File: config.mk
export PLATFORM = sky130hd
export DESIGN_NAME = safety_selftest_launch_control
export DESIGN_NICKNAME = d
export VERILOG_FILES = /design/src/rtl/selftest_launch_pkg.sv /design/src/rtl/diag_state_ctrl.sv /design/src/rtl/safety_selftest_launch_control.sv
export SDC_FILE = /design/constraint.sdc
export NUM_CORES = 1
export LEC_CHECK = 0
export ABC_AREA = 1
export BUFFER_PORTS_ARGS = -buffer_cell sky130_fd_sc_hd__buf_4
export CORE_MARGIN = 8
export CORE_UTILIZATION = 46
export CTS_CLUSTER_SIZE = 25
export DETAILED_ROUTE_END_ITERATION = 16
export MAX_ROUTING_LAYER = met4
export PLACE_DENSITY = 0.7
export SYNTH_ARGS = -nofsm -noshare
export SYNTH_HDL_FRONTEND = slang
export SYNTH_HIERARCHICAL = 1
export SYNTH_SLANG_ARGS = --single-unit
export TNS_END_PERCENT = 5
File: constraint.sdc
create_clock -name i_clk -period 2.55 [get_ports i_clk]
set_input_delay 0.765 -clock i_clk [delete_from_list [all_inputs] [get_ports i_clk]]
set_output_delay 0.765 -clock i_clk [all_outputs]
set_load 0.01 [all_outputs]
File: src/rtl/selftest_launch_pkg.sv
package selftest_launch_pkg;

   // ****************************************
   // register layout
   // ****************************************
   localparam logic [7:0] ANALOG_LAUNCH_RESET = 8'h00;
   localparam logic [7:0] LOGIC_LAUNCH_RESET  = 8'h00;
   localparam logic [7:0] ANALOG_LAUNCH_MASK  = 8'h0F;
   localparam logic [7:0] LOGIC_LAUNCH_MASK   = 8'h3F;
   localparam logic       SEL_ANALOG_LAUNCH   = 1'b0;
   localparam logic       SEL_LOGIC_LAUNCH    = 1'b1;

   localparam int LS_GO_BIT         = 0;
   localparam int ENPIN_CHECK_BIT   = 1;
   localparam int RSTOUT_CHECK_BIT  = 2;
   localparam int NVM_CHECK_BIT     = 3;
   localparam int CFG_CRC_CHECK_BIT = 4;
   localparam int LS_CHECK_BIT      = 5;

   // result bit positions D0..D6
   localparam int RES_D0 = 0;
   localparam int RES_D1 = 1;
   localparam int RES_D2 = 2;
   localparam int RES_D3 = 3;
   localparam int RES_D4 = 4;
   localparam int RES_D5 = 5;
   localparam int RES_D6 = 6;

   localparam logic [6:0] RESULT_RESET  = 7'h00;
   localparam logic [3:0] FLAGS4_RESET  = 4'h0;
   localparam logic [3:0] FAULT_CNT_MAX = 4'hF;

   // ****************************************
   // timing
   // ****************************************
   localparam int CLK_PERIOD_NS   = 10;
   localparam int DIAG_TIMEOUT_MS = 256;
   localparam int DIAG_TIMEOUT_CYC = DIAG_TIMEOUT_MS * 1_000_000 / CLK_PERIOD_NS;

   // ****************************************
   // types
   // ****************************************
   typedef enum logic [1:0] {
      ST_DIAG   = 2'b00,
      ST_ACTIVE = 2'b01,
      ST_SAFE   = 2'b10
   } device_state_t;

   typedef struct packed {
      logic       valid;
      logic       sel;
      logic [7:0] data;
   } reg_write_t;

   typedef struct packed {
      logic [3:0] done;
      logic [3:0] fail;
   } analog_report_t;

   typedef struct packed {
      logic [5:0] done;
      logic [6:0] result;
   } logic_report_t;

endpackage : selftest_launch_pkg

File: src/rtl/diag_state_ctrl.sv
`timescale 1ns/10ps
module diag_state_ctrl
   import selftest_launch_pkg::*;
#(
   parameter int TIMEOUT_CYC = DIAG_TIMEOUT_CYC
) (
   input  wire logic          i_clk,
   input  wire logic          i_rst_n,
   input  wire logic          i_ce,
   input  wire logic          i_dev_reset,
   input  wire logic          i_leave_request,
   input  wire logic          i_leave_block,
   input  wire logic          i_timeout_flag_rd,
   output device_state_t      o_state,
   output logic               o_timeout_flag,
   output logic [3:0]         o_fault_count
);

   logic [31:0] timer_reg;
   logic        timeout;

   // timer keeps running through a logic self-test run
   assign timeout = (o_state == ST_DIAG) && (timer_reg == 32'(TIMEOUT_CYC - 1));

   // ****************************************
   // state and timer
   // ****************************************
   always_ff @(posedge i_clk or negedge i_rst_n) begin
      if (!i_rst_n) begin
         o_state   <= ST_DIAG;
         timer_reg <= 32'h0000_0000;
      end else if (i_ce) begin
         if (i_dev_reset) begin
            o_state   <= ST_DIAG;
            timer_reg <= 32'h0000_0000;
         end else begin
            case (o_state)
               ST_DIAG: begin
                  timer_reg <= timer_reg + 32'h0000_0001;
                  if (timeout) begin
                     o_state <= ST_SAFE;
                  end else if (i_leave_request && !i_leave_block) begin
                     o_state <= ST_ACTIVE;
                  end
               end
               ST_ACTIVE: timer_reg <= 32'h0000_0000;
               ST_SAFE:   timer_reg <= 32'h0000_0000;
               default:   o_state   <= ST_DIAG;
            endcase
         end
      end
   end

   // ****************************************
   // timeout flag and fault counter
   // ****************************************
   // set wins over a read-clear in the same cycle
   always_ff @(posedge i_clk or negedge i_rst_n) begin
      if (!i_rst_n) begin
         o_timeout_flag <= 1'b0;
      end else if (i_ce) begin
         o_timeout_flag <= (o_timeout_flag && !i_timeout_flag_rd) || timeout;
      end
   end

   // saturates rather than wrapping back to zero
   always_ff @(posedge i_clk or negedge i_rst_n) begin
      if (!i_rst_n) begin
         o_fault_count <= 4'h0;
      end else if (i_ce && timeout && !i_dev_reset && o_fault_count != FAULT_CNT_MAX) begin
         o_fault_count <= o_fault_count + 4'h1;
      end
   end
endmodule : diag_state_ctrl

File: src/rtl/safety_selftest_launch_control.sv
`timescale 1ns/10ps
module safety_selftest_launch_control
   import selftest_launch_pkg::*;
#(
   parameter int TIMEOUT_CYC = DIAG_TIMEOUT_CYC
) (
   input  wire logic           i_clk,
   input  wire logic           i_rst_n,
   input  wire logic           i_ce,
   input  wire logic           i_dev_reset,
   input  wire logic           i_selftest_ctrl_write_lock,
   input  wire reg_write_t     i_reg_write,
   input  wire analog_report_t i_analog_report,
   input  wire logic_report_t  i_logic_report,
   input  wire logic           i_analog_sched_en,
   input  wire logic           i_analog_flags_rd,
   input  wire logic           i_logic_result_rd,
   input  wire logic           i_nvm_crc_err,
   input  wire logic           i_nvm_fault_clr,
   input  wire logic           i_leave_block_wr,
   input  wire logic           i_leave_block_data,
   input  wire logic           i_diag_leave_request,
   input  wire logic           i_timeout_flag_rd,
   input  wire logic           i_enable_pin_drive,
   output logic [7:0]          o_analog_selftest_launch,
   output logic [7:0]          o_logic_selftest_diag_launch,
   output logic [3:0]          o_analog_group_done_flag,
   output logic [3:0]          o_analog_group_fail_flag,
   output logic [6:0]          o_logic_selftest_result,
   output logic                o_nvm_crc_fault_flag,
   output logic                o_diag_leave_block,
   output logic                o_enable_or_interrupt_pin,
   output device_state_t       o_state,
   output logic                o_diag_timeout_flag,
   output logic [3:0]          o_device_fault_counter
);

   // ****************************************
   // helpers
   // ****************************************
   // result bits owned by each launch bit of the logic register
   function automatic logic [6:0] result_mask(input int idx);
      logic [6:0] m;
      m = RESULT_RESET;
      case (idx)
         LS_GO_BIT: begin
            m[RES_D0] = 1'b1;
            m[RES_D1] = 1'b1;
         end
         ENPIN_CHECK_BIT:   m[RES_D3] = 1'b1;
         RSTOUT_CHECK_BIT:  m[RES_D4] = 1'b1;
         NVM_CHECK_BIT:     m[RES_D5] = 1'b1;
         CFG_CRC_CHECK_BIT: m[RES_D6] = 1'b1;
         LS_CHECK_BIT: begin
            m[RES_D0] = 1'b1;
            m[RES_D2] = 1'b1;
         end
         default:           m = RESULT_RESET;
      endcase
      return m;
   endfunction : result_mask

   logic       wr_ok;
   logic       wr_analog;
   logic       wr_logic;
   logic [7:0] analog_next;
   logic [7:0] logic_next;
   logic [7:0] analog_clr;
   logic [7:0] logic_clr;
   logic [6:0] result_upd;
   logic       ls_start;
   logic       ls_done;
   logic       nvm_done_ok;
   logic       keep_analog;
   logic       freeze_reg;

   assign wr_ok     = i_reg_write.valid && !i_selftest_ctrl_write_lock;
   assign wr_analog = wr_ok && i_reg_write.sel == SEL_ANALOG_LAUNCH;
   assign wr_logic  = wr_ok && i_reg_write.sel == SEL_LOGIC_LAUNCH;

   // periodic scheduler in active state keeps group bits armed
   assign keep_analog = i_analog_sched_en && (o_state == ST_ACTIVE);
   assign analog_clr  = keep_analog ? 8'h00 : {4'h0, i_analog_report.done};
   assign logic_clr   = {2'b00, i_logic_report.done};

   // ****************************************
   // launch registers
   // ****************************************
   always_comb begin
      analog_next = o_analog_selftest_launch & ~analog_clr;
      logic_next  = o_logic_selftest_diag_launch & ~logic_clr;
      if (wr_analog) begin
         analog_next = i_reg_write.data & ANALOG_LAUNCH_MASK;
      end
      if (wr_logic) begin
         logic_next = i_reg_write.data & LOGIC_LAUNCH_MASK;
      end
   end

   always_ff @(posedge i_clk or negedge i_rst_n) begin
      if (!i_rst_n) begin
         o_analog_selftest_launch     <= ANALOG_LAUNCH_RESET;
         o_logic_selftest_diag_launch <= LOGIC_LAUNCH_RESET;
      end else if (i_ce) begin
         if (i_dev_reset) begin
            o_analog_selftest_launch     <= ANALOG_LAUNCH_RESET;
            o_logic_selftest_diag_launch <= LOGIC_LAUNCH_RESET;
         end else begin
            o_analog_selftest_launch     <= analog_next;
            o_logic_selftest_diag_launch <= logic_next;
         end
      end
   end

   // ****************************************
   // analog status flags
   // ****************************************
   // only completions of launched groups count; set wins over read-clear
   always_ff @(posedge i_clk or negedge i_rst_n) begin
      if (!i_rst_n) begin
         o_analog_group_done_flag <= FLAGS4_RESET;
         o_analog_group_fail_flag <= FLAGS4_RESET;
      end else if (i_ce) begin
         o_analog_group_done_flag <= (i_analog_flags_rd ? FLAGS4_RESET : o_analog_group_done_flag)
            | (i_analog_report.done & o_analog_selftest_launch[3:0]);
         o_analog_group_fail_flag <= (i_analog_flags_rd ? FLAGS4_RESET : o_analog_group_fail_flag)
            | (i_analog_report.done & i_analog_report.fail & o_analog_selftest_launch[3:0]);
      end
   end

   // ****************************************
   // logic self-test results
   // ****************************************
   always_comb begin
      result_upd = RESULT_RESET;
      for (int i = 0; i < 6; i++) begin
         if (i_logic_report.done[i] && o_logic_selftest_diag_launch[i]) begin
            result_upd = result_upd | result_mask(i);
         end
      end
   end

   always_ff @(posedge i_clk or negedge i_rst_n) begin
      if (!i_rst_n) begin
         o_logic_selftest_result <= RESULT_RESET;
      end else if (i_ce) begin
         o_logic_selftest_result <= ((i_logic_result_rd ? RESULT_RESET : o_logic_selftest_result)
            & ~result_upd) | (i_logic_report.result & result_upd);
      end
   end

   // ****************************************
   // nonvolatile CRC fault flag
   // ****************************************
   // clear honoured only when no check runs and the last one passed
   assign nvm_done_ok = !o_logic_selftest_diag_launch[NVM_CHECK_BIT]
                        && !o_logic_selftest_result[RES_D5];

   always_ff @(posedge i_clk or negedge i_rst_n) begin
      if (!i_rst_n) begin
         o_nvm_crc_fault_flag <= 1'b0;
      end else if (i_ce) begin
         o_nvm_crc_fault_flag <= (o_nvm_crc_fault_flag && !(i_nvm_fault_clr && nvm_done_ok))
            || o_logic_selftest_diag_launch[NVM_CHECK_BIT] || i_nvm_crc_err;
      end
   end

   // ****************************************
   // run start, leave-block bit and pin freeze
   // ****************************************
   assign ls_start = wr_logic && !i_dev_reset && i_reg_write.data[LS_GO_BIT]
                     && !o_logic_selftest_diag_launch[LS_GO_BIT];
   assign ls_done  = o_logic_selftest_diag_launch[LS_GO_BIT] && i_logic_report.done[LS_GO_BIT];

   // hardware clear beats a host write so a run start can never be masked
   always_ff @(posedge i_clk or negedge i_rst_n) begin
      if (!i_rst_n) begin
         o_diag_leave_block <= 1'b0;
      end else if (i_ce) begin
         if (ls_start && o_state == ST_DIAG) begin
            o_diag_leave_block <= 1'b0;
         end else if (i_leave_block_wr) begin
            o_diag_leave_block <= i_leave_block_data;
         end
      end
   end

   always_ff @(posedge i_clk or negedge i_rst_n) begin
      if (!i_rst_n) begin
         freeze_reg <= 1'b0;
      end else if (i_ce) begin
         if (ls_start && (o_state == ST_ACTIVE || o_state == ST_SAFE)) begin
            freeze_reg <= 1'b1;
         end else if (ls_done || i_dev_reset) begin
            freeze_reg <= 1'b0;
         end
      end
   end

   // pin level held from a start cycle in active or safe state, released in the completion cycle
   always_ff @(posedge i_clk or negedge i_rst_n) begin
      if (!i_rst_n) begin
         o_enable_or_interrupt_pin <= 1'b0;
      end else if (i_ce) begin
         if (!(freeze_reg && !ls_done) && !(ls_start && o_state != ST_DIAG)) begin
            o_enable_or_interrupt_pin <= i_enable_pin_drive;
         end
      end
   end

   // ****************************************
   // diagnostic state control
   // ****************************************
   diag_state_ctrl #(
      .TIMEOUT_CYC (TIMEOUT_CYC)
   ) u_diag (
      .i_clk             (i_clk),
      .i_rst_n           (i_rst_n),
      .i_ce              (i_ce),
      .i_dev_reset       (i_dev_reset),
      .i_leave_request   (i_diag_leave_request),
      .i_leave_block     (o_diag_leave_block),
      .i_timeout_flag_rd (i_timeout_flag_rd),
      .o_state           (o_state),
      .o_timeout_flag    (o_diag_timeout_flag),
      .o_fault_count     (o_device_fault_counter)
   );
endmodule : safety_selftest_launch_control

Word level (Yosys, flattened, before mapping) --
Cells that the tools add are included.
Word-level totals: bits in registers 74, input port bits 46, output and inout port bits 41
Operators by class: $add $sub $neg 2, equal/unequal tests 6, mux-type cells 34, bitwise operators 19, reductions and logical operators 54
Operators by type and width (count):
- $pmux 32 s2 | 1
- $mux 7 | 6
- $or 7x7->7 | 6
- $add 32x1->32 const B | 1
- $eq 32x25->1 const B | 1
- $mux 32 | 1
- $mux 8 | 4
- $logic_and 1x1->1 | 27
- $mux 6 | 4
- $and 8x8->8 | 2
- $and 7x7->7 | 2
- $and 4x4->4 | 3
- $mux 4 | 3
- $logic_not 1->1 | 11
- $mux 1 | 9
- $mux 2 | 4
- $not 4->8 | 1
- $not 6->8 | 1
- $or 4x4->4 | 2
- $reduce_and 2->1 | 4
- $not 7->7 | 1
- $reduce_bool 2->1 | 3
- $logic_or 1x1->1 | 5
- $mux 5 | 1
- other kinds (12) | 12

Depth between registers and ports, before layout --
word-level depth 15, mapped depth 11, gate-level depth less buffers 11

Modules after synthesis --
The synthesis kept the hierarchy.
By module, submodules not included:
- diag_state_ctrl | times used 1, cells each 343, area each 2409.8 µm², sequential area each 975.9 µm²
- safety_selftest_launch_control | times used 1, cells each 184, area each 1465.2 µm², sequential area each 725.7 µm²

Least setup slack after synthesis --
OpenSTA, ideal clock, no wires.
kind reg-to-reg, from register u_diag.o_state[0], to register u_diag.timer_reg[9], arrival time 1635 ps, slack 796 ps, cell stages (with the launch flop) 11, buffers on the path 1, clock period less this slack 1754 ps, cells stage by stage dfrtp_1 inv_1 ha_1 o21ai_2 nand2_2 buf_6 nand2_1 inv_1 nand2_1 nor2_1 o21a_1
On the way: longest elaborated chain between the ends 4, elaborated cells on any way between the ends 8, classes of those cells eq/ne (2); mux (2); reduce/logical (4)
Ends and longest elaborated chain:
- start: declaration | line diag_state_ctrl.sv:14 | output device_state_t o_state,
- start signal: assignment | line diag_state_ctrl.sv:30 | o_state <= ST_DIAG;
- start signal: assignment | line diag_state_ctrl.sv:34 | o_state <= ST_DIAG;
- start signal: assignment | line diag_state_ctrl.sv:41 | o_state <= ST_SAFE;
- $eq 2x1->1 / $eq 2x2->1 (equally long branches) | line diag_state_ctrl.sv:37 | case (o_state)
- $reduce_or 2->1 (no source line)
- $pmux 32 s2 / $reduce_bool 3->1 (equally long branches)
- $mux 32 / $reduce_and 2->1 (equally long branches)
- end signal: assignment | line diag_state_ctrl.sv:39 | timer_reg <= timer_reg + 32'h0000_0001;
- end: declaration | line diag_state_ctrl.sv:19 | logic [31:0] timer_reg;
Parallel ways exist; a longest one is shown, timed or not. A chain may end at the register's enable or synchronous reset.

Worst setup path after layout --
from register u_diag.o_state[0], to register u_diag.timer_reg[29]
Same word-level chain as after synthesis.

==> summary.md <==
| Metric | Value |
|---|---|
| Final WS setup | 0.5768 ns |
| Top cell type's share of synthesized area | 43.91% |
| Cell family with most CP delay | simple AND/OR/NAND/NOR gates |
| Final Hold Fails | 0 |
| Top-count cell post-synth | nand2_1 |
| Post-synth top area cell | dfrtp_1 |
| Vias per cell | 5.032 |
| Syn Inst Count | 527 |
| Clock root buffer | clkbuf_8 |
| Drt pass-1 iters | 5 |
| DPL Wire Length | 7752 um |
| R2r worst-path depth | 9 |
| Port bufs | 78 |
| Initial DRC count | 217 |
| Vias in the first global route | 3647 |
| Worst r2r src | u_diag/o_state[0] |
| Die X | 107.8 um |
| Switching share of total power | 26.57% |
| Die Y | 107.8 um |
| Clock-pin transition on the worst setup and hold timing paths | 0.07 ns |
| Startpoint Class | register |
| Outcome | finished clean |
| FFs w/ async S/R, synth | 100.0% |
| Slew headroom | 66.08% |
| Routed vias | 3633 |
| Util after Layout | 58.43% |
| Critical Path, Cell by Cell | inv_1 > ha_1 > o21ai_2 > nand2_2 > nand3_2 > nor2_4 > nand3_1 > and2_1 > nor2_1 |
| Placer congestion estimate | 0.8814 |
| IR drop worst, VDD | 0.3234 mV |
| Area of the core | 0.008175 sq mm |
| # Post-CTS Setup Buffers | 0 |
| CTS tree | done |
| Internal cell power | 1.808 mW |
| Sequential area share after synthesis | 43.91% |
| Max Slew Vio Count | 0 |
| Count of final setup violators | 0 |
| CP max stage delay | 0.42 ns |
| Power Density | 515.3 mW/mm^2 |
| Pin slew with the least headroom to its limit | 0.5069 ns |
| Final wirelength | 9986 um |
| Number of antenna violations at the first check in global routing | 0 |
| Psw | 0.6540 mW |
| Die area | 0.01162 sq mm |
| Mapped Area | 0.003875 sq mm |
| Final ANT Viol Nets | 0 |
| Post_cts resized | 0 |
| Fin area | 0.004777 sq mm |
| Critical path buffer and inverter count | 1 |
| RSZ-0062 raised after global routing | no |
| Clk pwr share | 40.6% |
| Total Routing Usage GR | 18.33% |
| Synthesized area per cell | 7.353 sq um |
| Critical path capture point type | register |
| Most used flip-flop cell after synthesis | dfrtp_1 |
| Post-Place Setup Slack | 0.4509 ns |
| Synth top cells by count | 169 x nand2_1, 76 x inv_1, 68 x dfrtp_1 |
| Ranking of synthesized cells by area | dfrtp_1 44%, nand2_1 16%, inv_1 7.4% |
| Num CTS Buffers | 9 |
| Slowest CP cell | dfrtp_1 |
| Remaining Overflow, GRT | 0 |
| Worst EP arrival | 2.23 ns |
| Final Power | 2.462 mW |
| Reg-to-reg slack, setup | 0.58 ns |
| Crit Path Class | register to register |
| Unique masters post-synth | 41 |
| I/O pin cnt | 87 |
| Seq pwr share | 46.8% |
| Largest net degree at the start of global routing | 41 |
| CTS max path bufs | 2 |
| Max H-tree Level | 3 |
| Reg2reg end | u_diag/timer_reg[29] |
| Setup Skew | 0.01104 ns |
| Largest register FFs | 32 |
| Number of hold buffers added after cts | 0 |
| Number of synthesized flops with an enable pin | 0 |
| Worst skew pair latency | 0.34 ns |
| Area post-placement | 0.004554 sq mm |
| Fmax | 506.8 MHz |
| Final Critical Period | 1.973 ns |
| FP Rows | 33 |
| Crit path max fanout | 11 |
| Nets@finish | 663 |
| Initial Util | 47.40% |
| Clk sinks | 68 |
| DRC violations left | 0 |
| Syn. warnings | 6 |
| Comb power frac | 12.6% |
| P&R area growth vs syn | 23.28% |
| Worst Path Required | 2.81 ns |
| Max-cap violation count | 0 |
| Hold Crit Class | input port to async pin |
| Final setup TNS | 0 ns |
| Post-route clock period utilization | 77.38% |
| Pleak | 2.533 nW |
| N_diodes | 0 |
| Wire per inst | 13.83 um |
| Post-synthesis register bit count | 68 |
| Share of layout cells above drive strength 1 | 19.45% |
| First-pass GRT wire length | 16860 um |
==> worst reg2reg max path, cell delays in order, from the launching register on <==
cell and delay, ns:
dfrtp_1 0.42, inv_1 0.06, ha_1 0.33, o21ai_2 0.08, nand2_2 0.21, nand3_2 0.20
nor2_4 0.23, nand3_1 0.10, and2_1 0.15, nor2_1 0.11
==> stage by stage <==
| step | hold WS [ns] | instances |
|---|---|---|
| global route | 0.3678 | 722 |
| global placement | 0.4591 | 706 |
| CTS | 0.3509 | 722 |
| floorplan | 0.4552 | 532 |
| detailed placement | 0.4627 | 706 |
| finish | 0.3499 | 722 |
==> power groups by stage <==
stage	Combinational, mW	Clock, mW	Sequential, mW
detailed placement	0.313	0	1.17
finish	0.310	1.00	1.15
floorplan	0.154	0	1.18
global route	0.351	1.07	1.16
CTS	0.314	1.02	1.15
global placement	0.306	0	1.17
==> routing by layer <==
metal	track usage, %	share of wire [%]
met1	22.80	45
met2	29.17	49
met4	6.046	1.0
met5	-	0
met3	3.653	4.9
==> layout make-up <==
| cell class | instances | area [sq um] |
|---|---|---|
| Tap cell | 105 | 131.4 |
| Multi-Input combinational cell | 373 | 1802 |
| Clock inverter | 7 | 98.84 |
| Clock buffer | 9 | 123.9 |
| Timing Repair Buffer | 81 | 620.6 |
| Sequential cell | 68 | 1702 |
| Fill cell | 759 | 3398 |
| Inverter | 79 | 299.0 |
==> cells in the final DEF (no fill, tap or decap), types with 6 or more instances in the layout <==
| cell type | n |
|---|---|
| nand2_1 | 169 |
| buf_4 | 80 |
| inv_1 | 76 |
| dfrtp_1 | 68 |
| nor2_1 | 43 |
| nand3_1 | 36 |
| o21ai_0 | 23 |
| a21oi_1 | 21 |
| nand4_1 | 12 |
| clkbuf_8 | 9 |
| nor2_2 | 7 |
| o21ai_1 | 7 |
| conb_1 | 6 |
==> worst max-delay path by stage <==
stage,cells past startpoint,start,end,slack [ns]
6_report,9,u_diag/o_state[0],u_diag/timer_reg[29],0.58
5_1_grt,9,u_diag/o_state[0],u_diag/timer_reg[21],0.37
4_1_cts,9,u_diag/o_state[0],u_diag/timer_reg[29],0.57
3_5_place_dp,8,i_dev_reset,u_diag/timer_reg[29],0.45
3_3_place_gp,8,i_dev_reset,u_diag/timer_reg[21],0.49
2_1_floorplan,10,u_diag/o_state[0],u_diag/timer_reg[9],0.80
==> kinds of logic (layout without fill, tap and decap cells) <==
family	Yosys count	after routing	share of synthesized area, %
compound gates	68	68	9.848
xor+xnor	3	3	0.6782
fa+ha+maj	5	5	1.614
buf+inv	91	176	10.07
flops	68	68	43.91
other cells	1	6	0.09678
simple gates	291	291	33.77
(Power assumes the default switching activity.)
